$ cat config.mk
export PLATFORM = sky130hd
export DESIGN_NAME = rla_status
export DESIGN_NICKNAME = d
export VERILOG_FILES = /design/src/logic/rla_pkg.sv /design/src/logic/rla_status.sv
export SDC_FILE = /design/constraint.sdc
export NUM_CORES = 1
export LEC_CHECK = 0
export BUFFER_PORTS_ARGS = -buffer_cell sky130_fd_sc_hd__buf_2
export CAP_MARGIN = 20
export CORE_MARGIN = 2
export CORE_UTILIZATION = 44
export DETAILED_ROUTE_END_ITERATION = 8
export PLACE_DENSITY = 0.61
export SYNTH_ARGS = -nofsm -noshare
export SYNTH_HDL_FRONTEND = slang
export SYNTH_SLANG_ARGS = --single-unit
export TNS_END_PERCENT = 20
$ cat constraint.sdc
create_clock -name pclk -period 6.5 [get_ports pclk]
set_input_delay 0.65 -clock pclk [delete_from_list [all_inputs] [get_ports pclk]]
set_output_delay 0.65 -clock pclk [all_outputs]
set_load 0.01 [all_outputs]
$ cat src/logic/rla_pkg.sv
// Constants and state layout for the receive lane alignment status block
package rla_pkg;

    // Lane count and register bus widths
    localparam int          NUM_LANES      = 4;
    localparam int          ADDR_W         = 8;
    localparam int          DATA_W         = 32;

    // Register byte offsets
    localparam logic [7:0]  OFS_MF_LEN     = 8'h00;
    localparam logic [7:0]  OFS_BER_THR    = 8'h04;
    localparam logic [7:0]  OFS_ALIGN_STAT = 8'h08;
    localparam logic [7:0]  OFS_BER_STAT   = 8'h0C;
    localparam logic [7:0]  OFS_IRQ_STAT   = 8'h10;
    localparam logic [7:0]  OFS_IRQ_MASK   = 8'h14;
    localparam logic [7:0]  OFS_LANE_STAT  = 8'h18;

    // Field positions
    localparam int          POS_ALIGNED    = 12;
    localparam int          POS_HI_BER     = 1;
    localparam int          POS_ALIGN_ERR  = 0;
    localparam int          POS_ARMED      = 4;
    localparam int          IRQ_W          = 5;
    localparam int          IRQ_MISALIGN   = 0;
    localparam int          IRQ_ALIGN_ERR  = 1;
    localparam int          IRQ_BIP        = 2;
    localparam int          IRQ_MARKER     = 3;
    localparam int          IRQ_HI_BER     = 4;

    // Reset values and the metaframe length minimum
    localparam logic [15:0] MF_LEN_RST     = 16'h0010;
    localparam logic [15:0] MF_LEN_MIN     = 16'h0002;
    localparam logic [15:0] BER_THR_RST    = 16'h0010;
    localparam logic [4:0]  IRQ_MASK_RST   = 5'h00;

    // Error rate measuring window
    localparam int          CLK_NS         = 10;
    localparam int          BER_WIN_NS     = 125000;
    localparam int          BER_WIN_CYC    = BER_WIN_NS / CLK_NS;

    // Whole block state, registered as one word
    typedef struct packed {
        logic [3:0]        seen;
        logic              armed;
        logic [3:0]        pend;
        logic [3:0][15:0]  tmr;
        logic              misalign;
        logic              aligned;
        logic              lfault;
        logic              aligned_err;
        logic              was_aligned;
        logic [3:0]        bip;
        logic [3:0]        mwerr;
        logic              hi_ber;
        logic [15:0]       wcnt;
        logic [15:0]       ecnt;
        logic [15:0]       mf_len;
        logic [15:0]       ber_thr;
        logic [4:0]        irq_st;
        logic [4:0]        irq_msk;
        logic              irq;
        logic              pready;
        logic              pslverr;
        logic [31:0]       prdata;
    } rla_state_s;

endpackage : rla_pkg

$ cat src/logic/rla_status.sv
// Receive lane alignment, parity and error rate status with APB registers
//
// The implementer's own choices: the register addresses and the APB register port.
`timescale 1ns/10ps
module rla_status
    import rla_pkg::*;
#(
    parameter int BER_WIN = BER_WIN_CYC
) (
    input  wire logic              pclk,
    input  wire logic              presetn,
    input  wire logic              psel,
    input  wire logic              penable,
    input  wire logic              pwrite,
    input  wire logic [ADDR_W-1:0] paddr,
    input  wire logic [DATA_W-1:0] pwdata,
    output logic                   pready,
    output logic      [DATA_W-1:0] prdata,
    output logic                   pslverr,
    input  wire logic [3:0]        marker_ok_i,
    input  wire logic [3:0]        marker_word_bad_i,
    input  wire logic [3:0]        bip_bad_i,
    input  wire logic [3:0]        lane_deskewed_i,
    input  wire logic              deskew_err_i,
    input  wire logic              sync_hdr_bad_i,
    output logic                   misalign_pulse_o,
    output logic                   align_loss_o,
    output logic      [3:0]        bip_err_pulse_o,
    output logic                   all_aligned_o,
    output logic                   local_fault_o,
    output logic                   pkt_accept_en_o,
    output logic                   high_error_rate_level,
    output logic      [3:0]        marker_word_error_pulse,
    output logic                   irq_o
);

    rla_state_s s_r;
    rla_state_s s_nxt;

    // Metaframe length never below two so a pulse can never land in the error cycle
    function automatic logic [15:0] mf_eff(input logic [15:0] len);
        mf_eff = (len < MF_LEN_MIN) ? MF_LEN_MIN : len;
    endfunction : mf_eff

    // Register read mux
    function automatic logic [31:0] rd_mux(input rla_state_s s, input logic [7:0] a);
        rd_mux = 32'h0000_0000;
        if (a == OFS_MF_LEN) begin
            rd_mux[15:0] = s.mf_len;
        end else if (a == OFS_BER_THR) begin
            rd_mux[15:0] = s.ber_thr;
        end else if (a == OFS_ALIGN_STAT) begin
            rd_mux[POS_ALIGNED]   = s.aligned;
            rd_mux[POS_ALIGN_ERR] = s.aligned_err;
            rd_mux[POS_ARMED]     = s.armed;
        end else if (a == OFS_BER_STAT) begin
            rd_mux[POS_HI_BER] = s.hi_ber;
        end else if (a == OFS_IRQ_STAT) begin
            rd_mux[IRQ_W-1:0] = s.irq_st;
        end else if (a == OFS_IRQ_MASK) begin
            rd_mux[IRQ_W-1:0] = s.irq_msk;
        end else if (a == OFS_LANE_STAT) begin
            rd_mux[3:0] = s.seen;
            rd_mux[7:4] = s.pend;
        end
    endfunction : rd_mux

    // Address decode shared by read and write paths
    function automatic logic addr_ok(input logic [7:0] a);
        addr_ok = (a == OFS_MF_LEN) || (a == OFS_BER_THR) || (a == OFS_ALIGN_STAT) ||
                  (a == OFS_BER_STAT) || (a == OFS_IRQ_STAT) || (a == OFS_IRQ_MASK) ||
                  (a == OFS_LANE_STAT);
    endfunction : addr_ok

    logic       wr_acc;
    logic       setup;
    logic [4:0] ev;
    logic       all_desk;

    // Whole next state
    always_comb begin
        s_nxt    = s_r;
        setup    = psel && !penable;
        wr_acc   = psel && penable && pwrite && s_r.pready && !s_r.pslverr;
        all_desk = &lane_deskewed_i;

        // Armed once every lane has shown a good marker; sticky until reset
        s_nxt.seen  = s_r.seen | marker_ok_i;
        s_nxt.armed = s_r.armed | (&s_r.seen);

        // Per-lane delay timers; a lane error restarts its own timer
        s_nxt.misalign = 1'b0;
        for (int i = 0; i < NUM_LANES; i++) begin
            if (s_r.pend[i] && s_r.tmr[i] == 16'h0001) begin
                s_nxt.misalign = 1'b1;
            end
            if (marker_word_bad_i[i] && s_r.armed) begin
                s_nxt.pend[i] = 1'b1;
                s_nxt.tmr[i]  = mf_eff(s_r.mf_len) - 16'h0001;
            end else if (s_r.pend[i]) begin
                s_nxt.tmr[i]  = s_r.tmr[i] - 16'h0001;
                s_nxt.pend[i] = (s_r.tmr[i] != 16'h0001);
            end
        end

        // Alignment levels
        s_nxt.aligned     = all_desk && !deskew_err_i;
        s_nxt.lfault      = !s_nxt.aligned;
        s_nxt.was_aligned = s_r.was_aligned | s_nxt.aligned;
        s_nxt.aligned_err = deskew_err_i || (s_r.was_aligned && !all_desk);

        // Pulses follow their source by one cycle
        s_nxt.bip   = bip_bad_i;
        s_nxt.mwerr = marker_word_bad_i;

        // Error rate: count bad sync headers over a fixed window
        if (s_r.wcnt == 16'(BER_WIN - 1)) begin
            s_nxt.wcnt   = 16'h0000;
            s_nxt.ecnt   = {15'h0000, sync_hdr_bad_i};
            s_nxt.hi_ber = (s_r.ecnt >= s_r.ber_thr);
        end else begin
            s_nxt.wcnt = s_r.wcnt + 16'h0001;
            if (sync_hdr_bad_i && s_r.ecnt != 16'hFFFF) begin
                s_nxt.ecnt = s_r.ecnt + 16'h0001;
            end
            if (s_r.ecnt >= s_r.ber_thr) begin
                s_nxt.hi_ber = 1'b1;
            end
        end

        // Events; a new event wins over a same-cycle clear
        ev[IRQ_MISALIGN]  = s_nxt.misalign;
        ev[IRQ_ALIGN_ERR] = s_nxt.aligned_err && !s_r.aligned_err;
        ev[IRQ_BIP]       = |bip_bad_i;
        ev[IRQ_MARKER]    = |marker_word_bad_i;
        ev[IRQ_HI_BER]    = s_nxt.hi_ber && !s_r.hi_ber;
        s_nxt.irq_st = s_r.irq_st | ev;
        if (wr_acc && paddr == OFS_IRQ_STAT) begin
            s_nxt.irq_st = (s_r.irq_st & ~pwdata[IRQ_W-1:0]) | ev;
        end
        s_nxt.irq = |(s_nxt.irq_st & s_nxt.irq_msk);

        // Register writes
        if (wr_acc && paddr == OFS_MF_LEN) begin
            s_nxt.mf_len = pwdata[15:0];
        end else if (wr_acc && paddr == OFS_BER_THR) begin
            s_nxt.ber_thr = pwdata[15:0];
        end else if (wr_acc && paddr == OFS_IRQ_MASK) begin
            s_nxt.irq_msk = pwdata[IRQ_W-1:0];
            s_nxt.irq     = |(s_nxt.irq_st & pwdata[IRQ_W-1:0]);
        end

        // APB answer: prepared in setup, shown for exactly the first access cycle
        s_nxt.pready  = setup;
        s_nxt.pslverr = setup && !addr_ok(paddr);
        s_nxt.prdata  = (setup && !pwrite) ? rd_mux(s_r, paddr) : 32'h0000_0000;
    end

    // State register; every status output resets to zero except local_fault_o, which resets to one
    always_ff @(posedge pclk or negedge presetn) begin
        if (!presetn) begin
            s_r         <= '0;
            s_r.mf_len  <= MF_LEN_RST;
            s_r.ber_thr <= BER_THR_RST;
            s_r.irq_msk <= IRQ_MASK_RST;
            s_r.lfault  <= 1'b1;                                         // Fault while not aligned
        end else begin
            s_r <= s_nxt;
        end
    end

    // Outputs straight from the state flops
    assign pready                  = s_r.pready;
    assign prdata                  = s_r.prdata;
    assign pslverr                 = s_r.pslverr;
    assign misalign_pulse_o        = s_r.misalign;
    assign align_loss_o            = s_r.aligned_err;
    assign bip_err_pulse_o         = s_r.bip;
    assign all_aligned_o           = s_r.aligned;
    assign local_fault_o           = s_r.lfault;
    assign pkt_accept_en_o         = s_r.aligned;
    assign high_error_rate_level   = s_r.hi_ber;
    assign marker_word_error_pulse = s_r.mwerr;
    assign irq_o                   = s_r.irq;
endmodule : rla_status

# After elaboration in Yosys (flattened, before gate mapping)
# Index checks and enable logic that the tools add are counted.
[word_totals] elab_cells=162 out_inout_bits=49 ff_bits=180 in_bits=63
[classes] order_cmp=2 bitwise_logic=11 muxes=47 n_eq_ne=16 reduce_logical=54 add_sub_neg=7
[op_table] cell="2-to-1 mux 16 bit" n=12
[op_table] cell="subtractor 16 x 1 -> 16 bit (second input constant)" n=5
[op_table] cell="== test 16 x 1 -> 1 bit (second input constant)" n=4
[op_table] cell="inequality test 16 x 1 -> 1 bit (second input constant)" n=4
[op_table] cell="2-to-1 mux 33 bit" n=1
[op_table] cell="adder 16 x 1 -> 16 bit (second input constant)" n=2
[op_table] cell="== test 8 x 5 -> 1 bit (second input constant)" n=3
[op_table] cell="logical AND 1 bit" n=24
[op_table] cell="2-to-1 mux 1 bit" n=22
[op_table] cell="== test 16 x 14 -> 1 bit (second input constant)" n=1
[op_table] cell="== test 8 x 4 -> 1 bit (second input constant)" n=2
[op_table] cell=">= comparator 16 bit" n=1
[op_table] cell="less-than comparator 16 x 2 -> 1 bit (second input constant)" n=1
[op_table] cell="2-to-1 mux 8 bit" n=2
[op_table] cell="inequality test 16 bit (second input constant)" n=1
[op_table] cell="AND 5 bit" n=3
[op_table] cell="2-to-1 mux 3 bit" n=5
[op_table] cell="2-to-1 mux 5 bit" n=3
[op_table] cell="OR 5 bit" n=2
[op_table] cell="nonzero test 2 bit" n=5
[op_table] cell="OR reduction 5 bit" n=2
[op_table] cell="logical NOT 1 bit" n=9
[op_table] cell="== test 8 x 3 -> 1 bit (second input constant)" n=1
[op_table] cell="logical NOT 8 bit" n=1
[op_table] cell="other kinds (11)" n=21

# Logic depth before layout (Yosys ltp)
# Gate-level depths: netlist of run 1.
[depth] depth_word=13 depth_mapped=11 mapped_depth_nobuf=11

# Least setup slack after synthesis of run 1
# No wires, ideal clock.
[synth_timing] path_type="register to register" start="register s_r[73] (netlist name)" end="register s_r[129] (netlist name)" required_ns=6.359 path_stages_with_launch=12 setup_slack_ns=3.727 period_less_slack_ns=2.773 setup_ns=0.141 arrival_ns=2.632 path_buffers=0 path_cell_list="dfrtp_1 or3_1 nor3_1 nand2_1 o31a_1 inv_1 ha_1 nand2b_1 nor4_1 xnor2_1 nor2b_1 a31oi_1"
[synth_between] elab_chain_len=4
[synth_rtl] item="start: declaration" line_no="rla_status.sv:37" source="rla_state_s s_r;"
[synth_rtl] item="start signal: assignment" line_no="rla_status.sv:168" source="s_r <= s_nxt;"
[synth_rtl] item="less-than comparator 16 x 2 -> 1 bit" line_no="rla_status.sv:42" source="mf_eff = (len < MF_LEN_MIN) ? MF_LEN_MIN : len;"
[synth_rtl] item="2-to-1 mux 16 bit" line_no="rla_status.sv:42"
[synth_rtl] item="subtractor 16 x 1 -> 16 bit" line_no="rla_status.sv:99" source="s_nxt.tmr[i] = mf_eff(s_r.mf_len) - 16'h0001;"
[synth_rtl] item="2-to-1 mux 16 bit" line_no="rla_status.sv:97" source="if (marker_word_bad_i[i] && s_r.armed) begin"
# No other way between the ends.
# A chain may end at the register's enable or synchronous reset.

# Worst setup path in the final report of run 1
# Ends and elaborated chain as after synthesis.

==> results.py, run 1 <==
metrics = {
    "yosys": {
        "synth_edf_count": 0,
        "synth_area_leaders": "dfrtp_1 47%, xor2_1 5.1%, nand2_1 4.3%",
        "ys.flop_type": "dfrtp_1",
        "syn_inst": 990,
        "yosysTopAreaCell": "dfrtp_1",
        "syn_avg_cell_area_um2": 9.60,
        "async_flop_share_pct": 100,
        "yosysTopAreaCellShare_pct": 46.6,
        "ys_seq_area_share_pct": 47.4,
        "ys_types": 71,
        "synth_area_mm2": 0.00950,
        "ys_ff_latch": 180,
        "ys_warn_count": 0,
    },
    "setup_path": {
        "cp_max_fo": 6,
        "cp-startpoint": "s_r[73]$_DFFE_PN0P_",
        "cp-start-kind": "flop",
        "crit_path_top_delay_cell": "nor3_1",
        "cp-end-kind": "flop",
        "cp-endpoint": "s_r[129]$_DFFE_PN0P_",
        "path_cells": "or3_1 > nor3_1 > nand2_1 > o31a_1 > inv_1 > ha_1 > nand2b_1 > nor4_1 > xnor2_1 > nor2b_1 > a31oi_1",
        "crit_required_ns": 6.77,
        "cpPeakStageDelay_ns": 0.56,
        "r2r_slack_ns": 2.99,
        "arrival_ns": 3.78,
        "path_class": "flop to flop",
        "r2r-end": "s_r[129]$_DFFE_PN0P_",
        "worstReg2RegStart": "s_r[73]$_DFFE_PN0P_",
        "r2r_cells": 11,
    },
    "timing": {
        "skew_ns": 0.0120,
        "max-slew-margin-rel_pct": 33.2,
        "min_period_ns": 3.51,
        "rsz0062_at_grt": "no",
        "drv_slew": 0,
        "setup_viol": 0,
        "timing.final.crit_share_pct": 54.0,
        "max_freq_mhz": 285,
        "setup_tns_ns": 0,
        "hold_slack_ns": 0.137,
        "hold_viol_final": 0,
        "tightest_slew_ns": 0.989,
    },
    "cts": {
        "clock_sinks": 180,
        "clk_latency_ns": 0.43,
        "post_cts_buffers": 0,
        "ctsHoldBuffers": 0,
        "cts_tree": "done",
        "root_buffer": "clkbuf_16",
        "cts_buffer_depth": 2,
        "cts.clk_slew.worst_paths_ns": 0.07,
        "cts_buffers": 17,
        "cts_resized": 0,
        "htreeDepth": 4,
    },
    "global_routing": {
        "grt_max_degree": 80,
        "antenna_found_initial": 0,
        "grt_util_all_layers_pct": 19.7,
        "grt_remaining_overflow": 0,
        "grt_first_pass_wirelength_um": 34800,
        "grt_pass1_vias": 6726,
    },
    "floorplan": {
        "die_h_um": 151,
        "die_x_um": 151,
        "core_area_mm2": 0.0211,
        "ios": 112,
        "row_count": 53,
        "start_util_pct": 45.1,
        "dieArea_mm2": 0.0228,
    },
    "power": {
        "p_clk_share_pct": 41.1,
        "switching_power_w": 0.000707,
        "combPwrFrac_pct": 10.5,
        "leakage_nw": 4.91,
        "switching_share_pct": 27.7,
        "p_seq_share_pct": 48.3,
        "p_per_area_mw_per_mm2": 242,
        "max-vdd-ir-drop_uv": 150,
        "power.internal_w": 0.00184,
    },
    "finish": {
        "layoutNonFillerInstCount": 1319,
        "syn_to_final_growth_pct": 10.8,
        "finalInstanceArea_mm2": 0.0105,
        "layout-drive-gt1-share_pct": 15.8,
        "n_antenna_cell": 0,
        "fin_nets": 1121,
    },
    "detailed_routing": {
        "vias": 6908,
        "drt-vias-per-instance": 5.24,
        "routed_wl_um": 21300,
        "first_pass_iters": 5,
        "ant_nets": 0,
        "drt_iter0_drc": 352,
        "detail_route.wl_per_cell_um": 16.1,
        "drc_errors": 0,
    },
    "placed_design": {
        "placed_cells": 1286,
        "detailed_place_hpwl_um": 15400,
        "gp_congestion": 0.854,
        "port_buffers": 79,
        "placed_area_mm2": 0.00991,
    },
    "min_path": {
        "hp-class": "input port to asynchronous set/reset pin",
    },
    "status": {
        "status": "finished clean",
    },
    "job": {
        "max-cap-violations": 0,
    },
}
==> registers in the layout, indices dropped and copies added (netlist names) <==
register,flops
high_error_rate_level,1
irq_o,1
pslverr,1
local_fault_o,1
bip_err_pulse_o,4
misalign_pulse_o,1
pready,1
s_r,148
align_loss_o,1
marker_word_error_pulse,4
all_aligned_o,1
prdata,16
==> worst max-delay path, delay by kind of cell (launching register included) <==
family	cells	cell delay, ns
flops	1	0.46
xor+xnor	1	0.32
simple gates	6	1.87
fa+ha+maj	1	0.17
buf+inv	1	0.09
compound gates	2	0.44
==> cell usage after synthesis, types with 5 or more instances <==
cell,number
nand2b_1,9
a22oi_1,15
nor3b_1,6
or3_1,12
or2_2,8
inv_1,39
nand2_1,110
ha_1,27
and3_1,13
dfrtp_1,177
nand4_1,18
nor2b_1,11
or4_1,5
a21oi_1,49
o21ai_0,54
nor4_1,13
nor3_1,19
xor2_1,55
mux2i_1,10
clkbuf_1,36
buf_4,41
nor2_1,104
mux2_2,19
nand3_1,20
xnor2_1,38
==> logic make-up (layout without fill, tap and decap cells) <==
| group | Yosys count | count (layout) | synth area share, % |
|---|---|---|---|
| xor+xnor | 94 | 94 | 8.74 |
| flops | 180 | 180 | 47.4 |
| mux | 29 | 29 | 3.30 |
| simple gates | 375 | 375 | 19.8 |
| other cells | 1 | 16 | 0.0395 |
| compound gates | 166 | 166 | 10.7 |
| buf+inv | 118 | 157 | 6.37 |
| fa+ha+maj | 27 | 27 | 3.55 |
==> layout by cell type, fill, tap and decap left out, types with 5 or more instances in the layout <==
cell | Yosys | routed
ha_1 | 27 | 27
nand4_1 | 18 | 18
nand3_1 | 20 | 20
nor2b_1 | 11 | 11
inv_1 | 39 | 39
or4_1 | 5 | 5
o21ai_0 | 54 | 54
a22oi_1 | 15 | 15
or3_1 | 12 | 12
clkbuf_16 | 0 | 17
mux2i_1 | 10 | 10
nand2_1 | 110 | 110
nor3_1 | 19 | 19
conb_1 | 1 | 16
nand2b_1 | 9 | 9
mux2_2 | 19 | 19
dfrtp_1 | 177 | 177
inv_6 | 0 | 5
a21oi_1 | 49 | 49
buf_4 | 41 | 6
xor2_1 | 55 | 55
xnor2_1 | 38 | 38
and3_1 | 13 | 13
nor4_1 | 13 | 12
nor3b_1 | 6 | 6
nor2_1 | 104 | 104
buf_2 | 1 | 78
or2_2 | 8 | 8
==> layout make-up <==
type                       instances  area [um^2]
clock inverter                    14          158
sequential                       180         4510
multi-input combinational        707         4460
inverter                          39          146
fill                            1983        10600
tap                              275          344
timing repair buffer              86          474
clock buffer                      18          439
==> worst min path at each step <==
stage	slack (ns)	to	start
finish	0.14	s_r[124]$_DFFE_PN0P_	presetn
global route	0.16	marker_word_error_pulse[0]$_DFF_PN0_	presetn
CTS	0.15	marker_word_error_pulse[0]$_DFF_PN0_	presetn
detailed placement	0.46	s_r[108]$_DFF_PN0_	s_r[108]$_DFF_PN0_
global placement	0.46	s_r[108]$_DFF_PN0_	s_r[108]$_DFF_PN0_
floorplan	0.35	align_loss_o$_DFF_PN0_	presetn
==> routing by layer <==
| layer | global-route usage [%] | wire length (um) | up-vias | part of all wire (%) |
|---|---|---|---|---|
| li1 | - | - | 3445 | - |
| met1 | 27.0 | 10000 | 3359 | 47 |
| met2 | 32.7 | 10400 | 88 | 49 |
| met3 | 2.98 | 624 | 16 | 2.9 |
| met4 | 5.28 | 238 | 0 | 1.1 |
| met5 | 0 | 0 | - | 0 |
==> through the flow <==
stage	utilization, %	power, W	worst slack [ns]
detailed placement	47.0	0.00152	2.99
global route	49.9	0.00267	2.73
global placement	47.0	0.00151	3.08
floorplan	-	0.00143	3.73
finish	49.9	0.00255	2.99
CTS	49.8	0.00257	2.98
==> power by group through the flow <==
stage          clock network [W]  registers (W)  logic (W)
2_1_floorplan                  0        0.00124   0.000193
3_3_place_gp                   0        0.00125   0.000262
3_5_place_dp                   0        0.00125   0.000267
4_1_cts                  0.00107        0.00123   0.000270
5_1_grt                  0.00112        0.00124   0.000310
6_report                 0.00105        0.00123   0.000269
No activity file was read; power rests on OpenSTA's default activity.
==> run 2: changes to the inputs <==
Clock period 6.5 ns to 3.6 ns, I/O delays scaled along.
==> run 2 against run 1 <==
Effect of this change:
- utilization rose by 0.14 points
- sequential power rose by 81%
- sequential share of layout area fell by 0.12 points
- hold slack got worse by 0.086 ns
- clock power rose by 84%
- die area did not move
- highest routed layer unchanged
- clock skew barely moved
- routed wire length fell by 0.25%
==> results.py, run 2 (same netlist as run 1, synthesis figures left out) <==
metrics = {
    "setup_path": {
        "cp-end-kind": "flop",
        "path_class": "flop to flop",
        "cp_top_family": "simple AND/OR/NAND/NOR gates",
        "cp_max_fo": 6,
        "arrival_ns": 3.55,
        "crit_required_ns": 3.86,
        "cp-start-kind": "flop",
        "r2r_slack_ns": 0.31,
        "cpPeakStageDelay_ns": 0.57,
        "crit_path_top_delay_cell": "or4_4",
        "path_cells": "or4_4 > nor3_1 > nand2_1 > o31a_1 > inv_1 > ha_1 > nand2b_1 > nor4_1 > xnor2_1 > nor2b_1 > a31oi_1",
        "r2r_cells": 11,
        "crit_buf_inv": 1,
        "worstReg2RegStart": "s_r[67]$_DFFE_PN0P_",
        "r2r-end": "s_r[129]$_DFFE_PN0P_",
    },
    "timing": {
        "skew_ns": 0.0121,
        "timing.final.crit_share_pct": 91.4,
        "rsz0062_at_grt": "no",
        "min_period_ns": 3.29,
        "max_freq_mhz": 304,
        "max-slew-margin-rel_pct": 35.1,
        "fin_ws_ns": 0.309,
        "hold_viol_final": 0,
        "setup_viol": 0,
        "drv_slew": 0,
        "tightest_slew_ns": 0.971,
        "setup_tns_ns": 0,
    },
    "status": {
        "status": "finished clean",
    },
    "cts": {
        "clock_sinks": 180,
        "clk_latency_ns": 0.43,
        "cts_resized": 0,
        "cts_buffers": 17,
        "cts_buffer_depth": 2,
        "htreeDepth": 4,
        "root_buffer": "clkbuf_16",
        "cts_tree": "done",
        "cts.clk_slew.worst_paths_ns": 0.07,
    },
    "global_routing": {
        "antenna_found_initial": 1,
        "grt_pass1_vias": 6731,
        "grt_util_all_layers_pct": 19.7,
        "grt_remaining_overflow": 0,
        "grt_first_pass_wirelength_um": 34800,
        "grt_max_degree": 72,
    },
    "detailed_routing": {
        "detail_route.wl_per_cell_um": 16.1,
        "drt-vias-per-instance": 5.22,
        "ant_nets": 0,
        "vias": 6903,
        "drc_errors": 0,
        "first_pass_iters": 5,
        "drt_iter0_drc": 301,
        "routed_wl_um": 21200,
    },
    "floorplan": {
        "die_h_um": 151,
        "start_util_pct": 45.1,
        "row_count": 53,
        "dieArea_mm2": 0.0228,
        "core_area_mm2": 0.0211,
        "die_x_um": 151,
        "ios": 112,
    },
    "finish": {
        "top_register": "s_r",
        "fin_nets": 1124,
        "n_antenna_cell": 0,
        "layout-drive-gt1-share_pct": 15.9,
        "largest_reg_flops": 148,
        "final_cell_mix": "177 x dfrtp_1, 110 x nand2_1, 104 x nor2_1, 78 x buf_2, 55 x xor2_1",
        "syn_to_final_growth_pct": 11.1,
        "final_common_cell": "dfrtp_1",
    },
    "power": {
        "max-vdd-ir-drop_uv": 377,
        "p_per_area_mw_per_mm2": 440,
        "leakage_nw": 4.92,
    },
    "job": {
        "max-cap-violations": 0,
    },
    "min_path": {
        "whs_path_depth": 1,
        "whs_endpoint": "bip_err_pulse_o[0]$_DFF_PN0_",
        "min_from": "bip_bad_i[0]",
        "hp-class": "input port to flop",
    },
    "placed_design": {
        "gp_congestion": 0.833,
        "preCtsSetupSlack_ns": 0.305,
        "detailed_place_hpwl_um": 15600,
        "port_buffers": 79,
    },
}
[run 2: cell count changes in the layout (fill, tap and decap cells not counted), sizes merged]
cell	before	now
buf	86	88
bufinv	1	2
clkbuf	18	21
clkinv	4	3
clkinvlp	0	1
dlygate4sd3	0	1
inv	48	44
[run 2: cell type report]
type / instances / area (um^2)
Clock inverter: 11 / 138
Sequential cell: 180 / 4510
Timing Repair Buffer: 89 / 492
Tap cell: 275 / 344
Inverter: 39 / 146
Clock buffer: 21 / 470
Fill cell: 2001 / 10500
Multi-Input combinational cell: 707 / 4460
[run 2: stage by stage]
step / cell area [um^2] / utilization, % / hold slack (ns) / total power, W / instances
finish: 10600 / 50.1 / 0.0513 / 0.00464 / 1322
global route: 10600 / 50.1 / 0.0312 / 0.00486 / 1322
CTS: 10600 / 50.1 / 0.0309 / 0.00470 / 1322
detailed placement: 9940 / 47.1 / 0.428 / 0.00275 / 1289
global placement: 9940 / 47.1 / 0.429 / 0.00274 / 1289
floorplan: 9560 / - / 0.0644 / 0.00259 / 1005
[run 2: worst max-delay path by stage]
stage	depth (start not counted)	slack [ns]	to	start
2_1_floorplan	11	0.83	s_r[129]$_DFFE_PN0P_	s_r[73]$_DFFE_PN0P_
3_3_place_gp	11	0.45	s_r[129]$_DFFE_PN0P_	s_r[67]$_DFFE_PN0P_
3_5_place_dp	11	0.31	s_r[129]$_DFFE_PN0P_	s_r[67]$_DFFE_PN0P_
4_1_cts	11	0.30	s_r[129]$_DFFE_PN0P_	s_r[67]$_DFFE_PN0P_
5_1_grt	11	0.05	s_r[167]$_DFFE_PN0P_	s_r[67]$_DFFE_PN0P_
6_report	11	0.31	s_r[129]$_DFFE_PN0P_	s_r[67]$_DFFE_PN0P_
[run 2: timing repair]
| item | in CTS | in global routing |
|---|---|---|
| buffers inserted | 0 | 0 |
| setup endpoints to repair | 0 | 0 |
| hold buffers | 1 | 0 |
| hold endpoints to repair | 67 | 0 |
[run 2: report_power, final]
part / internal, W / leakage (nW) / total (W) / switching (W)
registers: 0.00212 / 2.23 / 0.00223 / 0.000106
logic: 0.000200 / 2.39 / 0.000490 / 0.000289
clock network: 0.00110 / 0.296 / 0.00193 / 0.000831
[run 2: layer usage]
metal	wire (um)	share of wire, %	track usage [%]
met1	10100	48	26.4
met2	10400	49	33.3
met3	486	2.3	3.25
met4	259	1.2	5.37
met5	0	0	0
==> run 3: changes to the inputs <==
--- a/config.mk
+++ b/config.mk
@@ -12,3 +12,3 @@
 export DETAILED_ROUTE_END_ITERATION = 8
-export PLACE_DENSITY = 0.61
+export PLACE_DENSITY = 0.63
 export SYNTH_ARGS = -nofsm -noshare
==> constraint.sdc (replaced) <==
create_clock -name pclk -period 3 [get_ports pclk]
set_input_delay 0 -clock pclk [delete_from_list [all_inputs] [get_ports pclk]]
set_output_delay 0 -clock pclk [all_outputs]
set_load 0.01 [all_outputs]
==> run 3 against run 2 <==
Effect of this change:
- global-route usage increased by 1.5 points
- die area stayed put
- sequential power is 20% higher
- setup slack worse by 0.093 ns
- power increased by 23%
- fmax increased by 18%
- first-iteration DRC count grew 68%
- non-clock buffer count is 46 higher
- largest cell class unchanged
- highest routed layer unchanged
==> results.py, run 3 (same netlist as run 1, synthesis figures left out) <==
metrics = {
    "cts": {
        "htreeDepth": 4,
        "cts_buffer_depth": 2,
        "cts.clk_slew.worst_paths_ns": 0.07,
        "clock_sinks": 180,
        "cts_tree": "done",
        "clk_latency_ns": 0.44,
        "cts_buffers": 17,
        "root_buffer": "clkbuf_16",
    },
    "timing": {
        "hold_viol_final": 0,
        "max_freq_mhz": 359,
        "fin_ws_ns": 0.217,
        "drv_slew": 0,
        "tightest_slew_ns": 0.984,
        "min_period_ns": 2.78,
        "max-slew-margin-rel_pct": 34.3,
        "timing.final.crit_share_pct": 92.8,
        "skew_ns": 0.0140,
        "hold_slack_ns": 0.0703,
        "setup_viol": 0,
    },
    "placed_design": {
        "gp_congestion": 0.876,
        "preCtsSetupSlack_ns": 0.0258,
        "detailed_place_hpwl_um": 16500,
        "port_buffers": 79,
    },
    "finish": {
        "final_cell_mix": "177 x dfrtp_1, 110 x nand2_1, 104 x nor2_1, 78 x buf_2",
        "final_common_cell": "dfrtp_1",
        "syn_to_final_growth_pct": 16.2,
        "post-route-util_pct": 52.4,
        "top_register": "s_r",
        "layout-drive-gt1-share_pct": 16.5,
        "fin_nets": 1170,
        "largest_reg_flops": 148,
    },
    "detailed_routing": {
        "vias": 7148,
        "first_pass_iters": 5,
        "drt-vias-per-instance": 5.22,
        "routed_wl_um": 22800,
        "drc_errors": 0,
        "detail_route.wl_per_cell_um": 16.6,
        "drt_iter0_drc": 506,
        "ant_nets": 0,
    },
    "floorplan": {
        "die_x_um": 151,
        "core_area_mm2": 0.0211,
        "dieArea_mm2": 0.0228,
        "die_h_um": 151,
        "ios": 112,
        "start_util_pct": 45.1,
        "row_count": 53,
    },
    "global_routing": {
        "grt_pass1_vias": 7113,
        "grt_max_degree": 70,
        "grt_first_pass_wirelength_um": 37000,
        "grt_util_all_layers_pct": 21.2,
        "antenna_found_initial": 1,
        "grt_remaining_overflow": 0,
    },
    "power": {
        "max-vdd-ir-drop_uv": 453,
        "p_per_area_mw_per_mm2": 519,
        "leakage_nw": 5.13,
    },
    "setup_path": {
        "crit_path_top_delay_cell": "or4_4",
        "cp_top_family": "simple AND/OR/NAND/NOR gates",
        "path_class": "flop to flop",
        "path_cells": "or4_4 > nor3_2 > nand2_1 > o31a_1 > inv_1 > ha_1 > nand2b_2 > nor3_1 > xnor2_2 > o21ai_0",
        "arrival_ns": 3.05,
        "cpPeakStageDelay_ns": 0.57,
        "crit_buf_inv": 1,
        "crit_required_ns": 3.27,
        "cp-start-kind": "flop",
        "cp-end-kind": "flop",
        "cp_max_fo": 6,
    },
    "status": {
        "status": "finished clean",
    },
    "min_path": {
        "hp-class": "input port to flop",
    },
    "job": {
        "max-cap-violations": 0,
    },
}
==> run 3: cell types whose count changed in the layout (fill, tap and decap cells not counted), sizes merged <==
cell	before	now
diode	0	1
buf	88	98
bufinv	2	4
clkbuf	21	19
dlygate4sd3	1	37
==> run 3: worst paths after layout <==
kind	startpoint	endpoint	slack (ns)	cells past startpoint
min in group asynchronous	presetn	s_r[156]$_DFFE_PN0P_	0.14	2
min reg2reg	s_r[108]$_DFF_PN0_	s_r[108]$_DFF_PN0_	0.48	1
max	s_r[67]$_DFFE_PN0P_	s_r[165]$_DFFE_PN0P_	0.22	10
max reg2reg	s_r[67]$_DFFE_PN0P_	s_r[165]$_DFFE_PN0P_	0.22	10
min	paddr[5]	prdata[1]$_DFF_PN0_	0.07	4
max in group asynchronous	presetn	local_fault_o$_DFF_PN1_	2.03	3
==> run 3: layout make-up <==
type                       count  area (um^2)
inverter                      39          146
fill                        1907        10000
sequential                   180         4510
timing repair buffer         135          927
tap                          275          344
clock inverter                13          196
clock buffer                  19          433
antenna                        1         2.50
multi-input combinational    707         4490
==> run 3: stage by stage <==
stage          std cells  total power (W)  setup TNS, ns  area (um^2)
6_report            1369          0.00573              0        11000
5_1_grt             1368          0.00598        -0.0104        11000
4_1_cts             1368          0.00578              0        11000
3_5_place_dp        1299          0.00331              0        10000
3_3_place_gp        1299          0.00330              0        10000
2_1_floorplan       1005          0.00311              0         9560
==> run 3: power breakdown <==
group,internal [W],total (W),switching [W]
clock,0.00141,0.00242,0.00101
combinational,0.000274,0.000635,0.000361
sequential,0.00255,0.00267,0.000128
==> run 3: worst reg2reg max path: cells and delay by family, from the launching register on <==
family,cells,cell delay [ns]
AND/OR/NAND/NOR,5,1.38
AO/OA/AOI/OAI,2,0.41
buffers and inverters,1,0.06
adder cells (fa/ha/maj),1,0.18
XOR/XNOR,1,0.22
flip-flops,1,0.38
==> run 3: timing repair <==
action	4_1_cts	5_1_grt
gates resized for setup	0	5
endpoints found under the setup margin	0	21
endpoints found under the hold margin	128	0
hold buffers	37	0
setup buffers	0	0
==> run 3: metal layers <==
layer / wire [um] / global-route usage (%) / share of wire [%]
met1: 10500 / 28.9 / 46
met5: 0 / 0 / 0
met4: 535 / 7.94 / 2.3
met2: 10600 / 33.0 / 47
met3: 1130 / 4.88 / 5.0
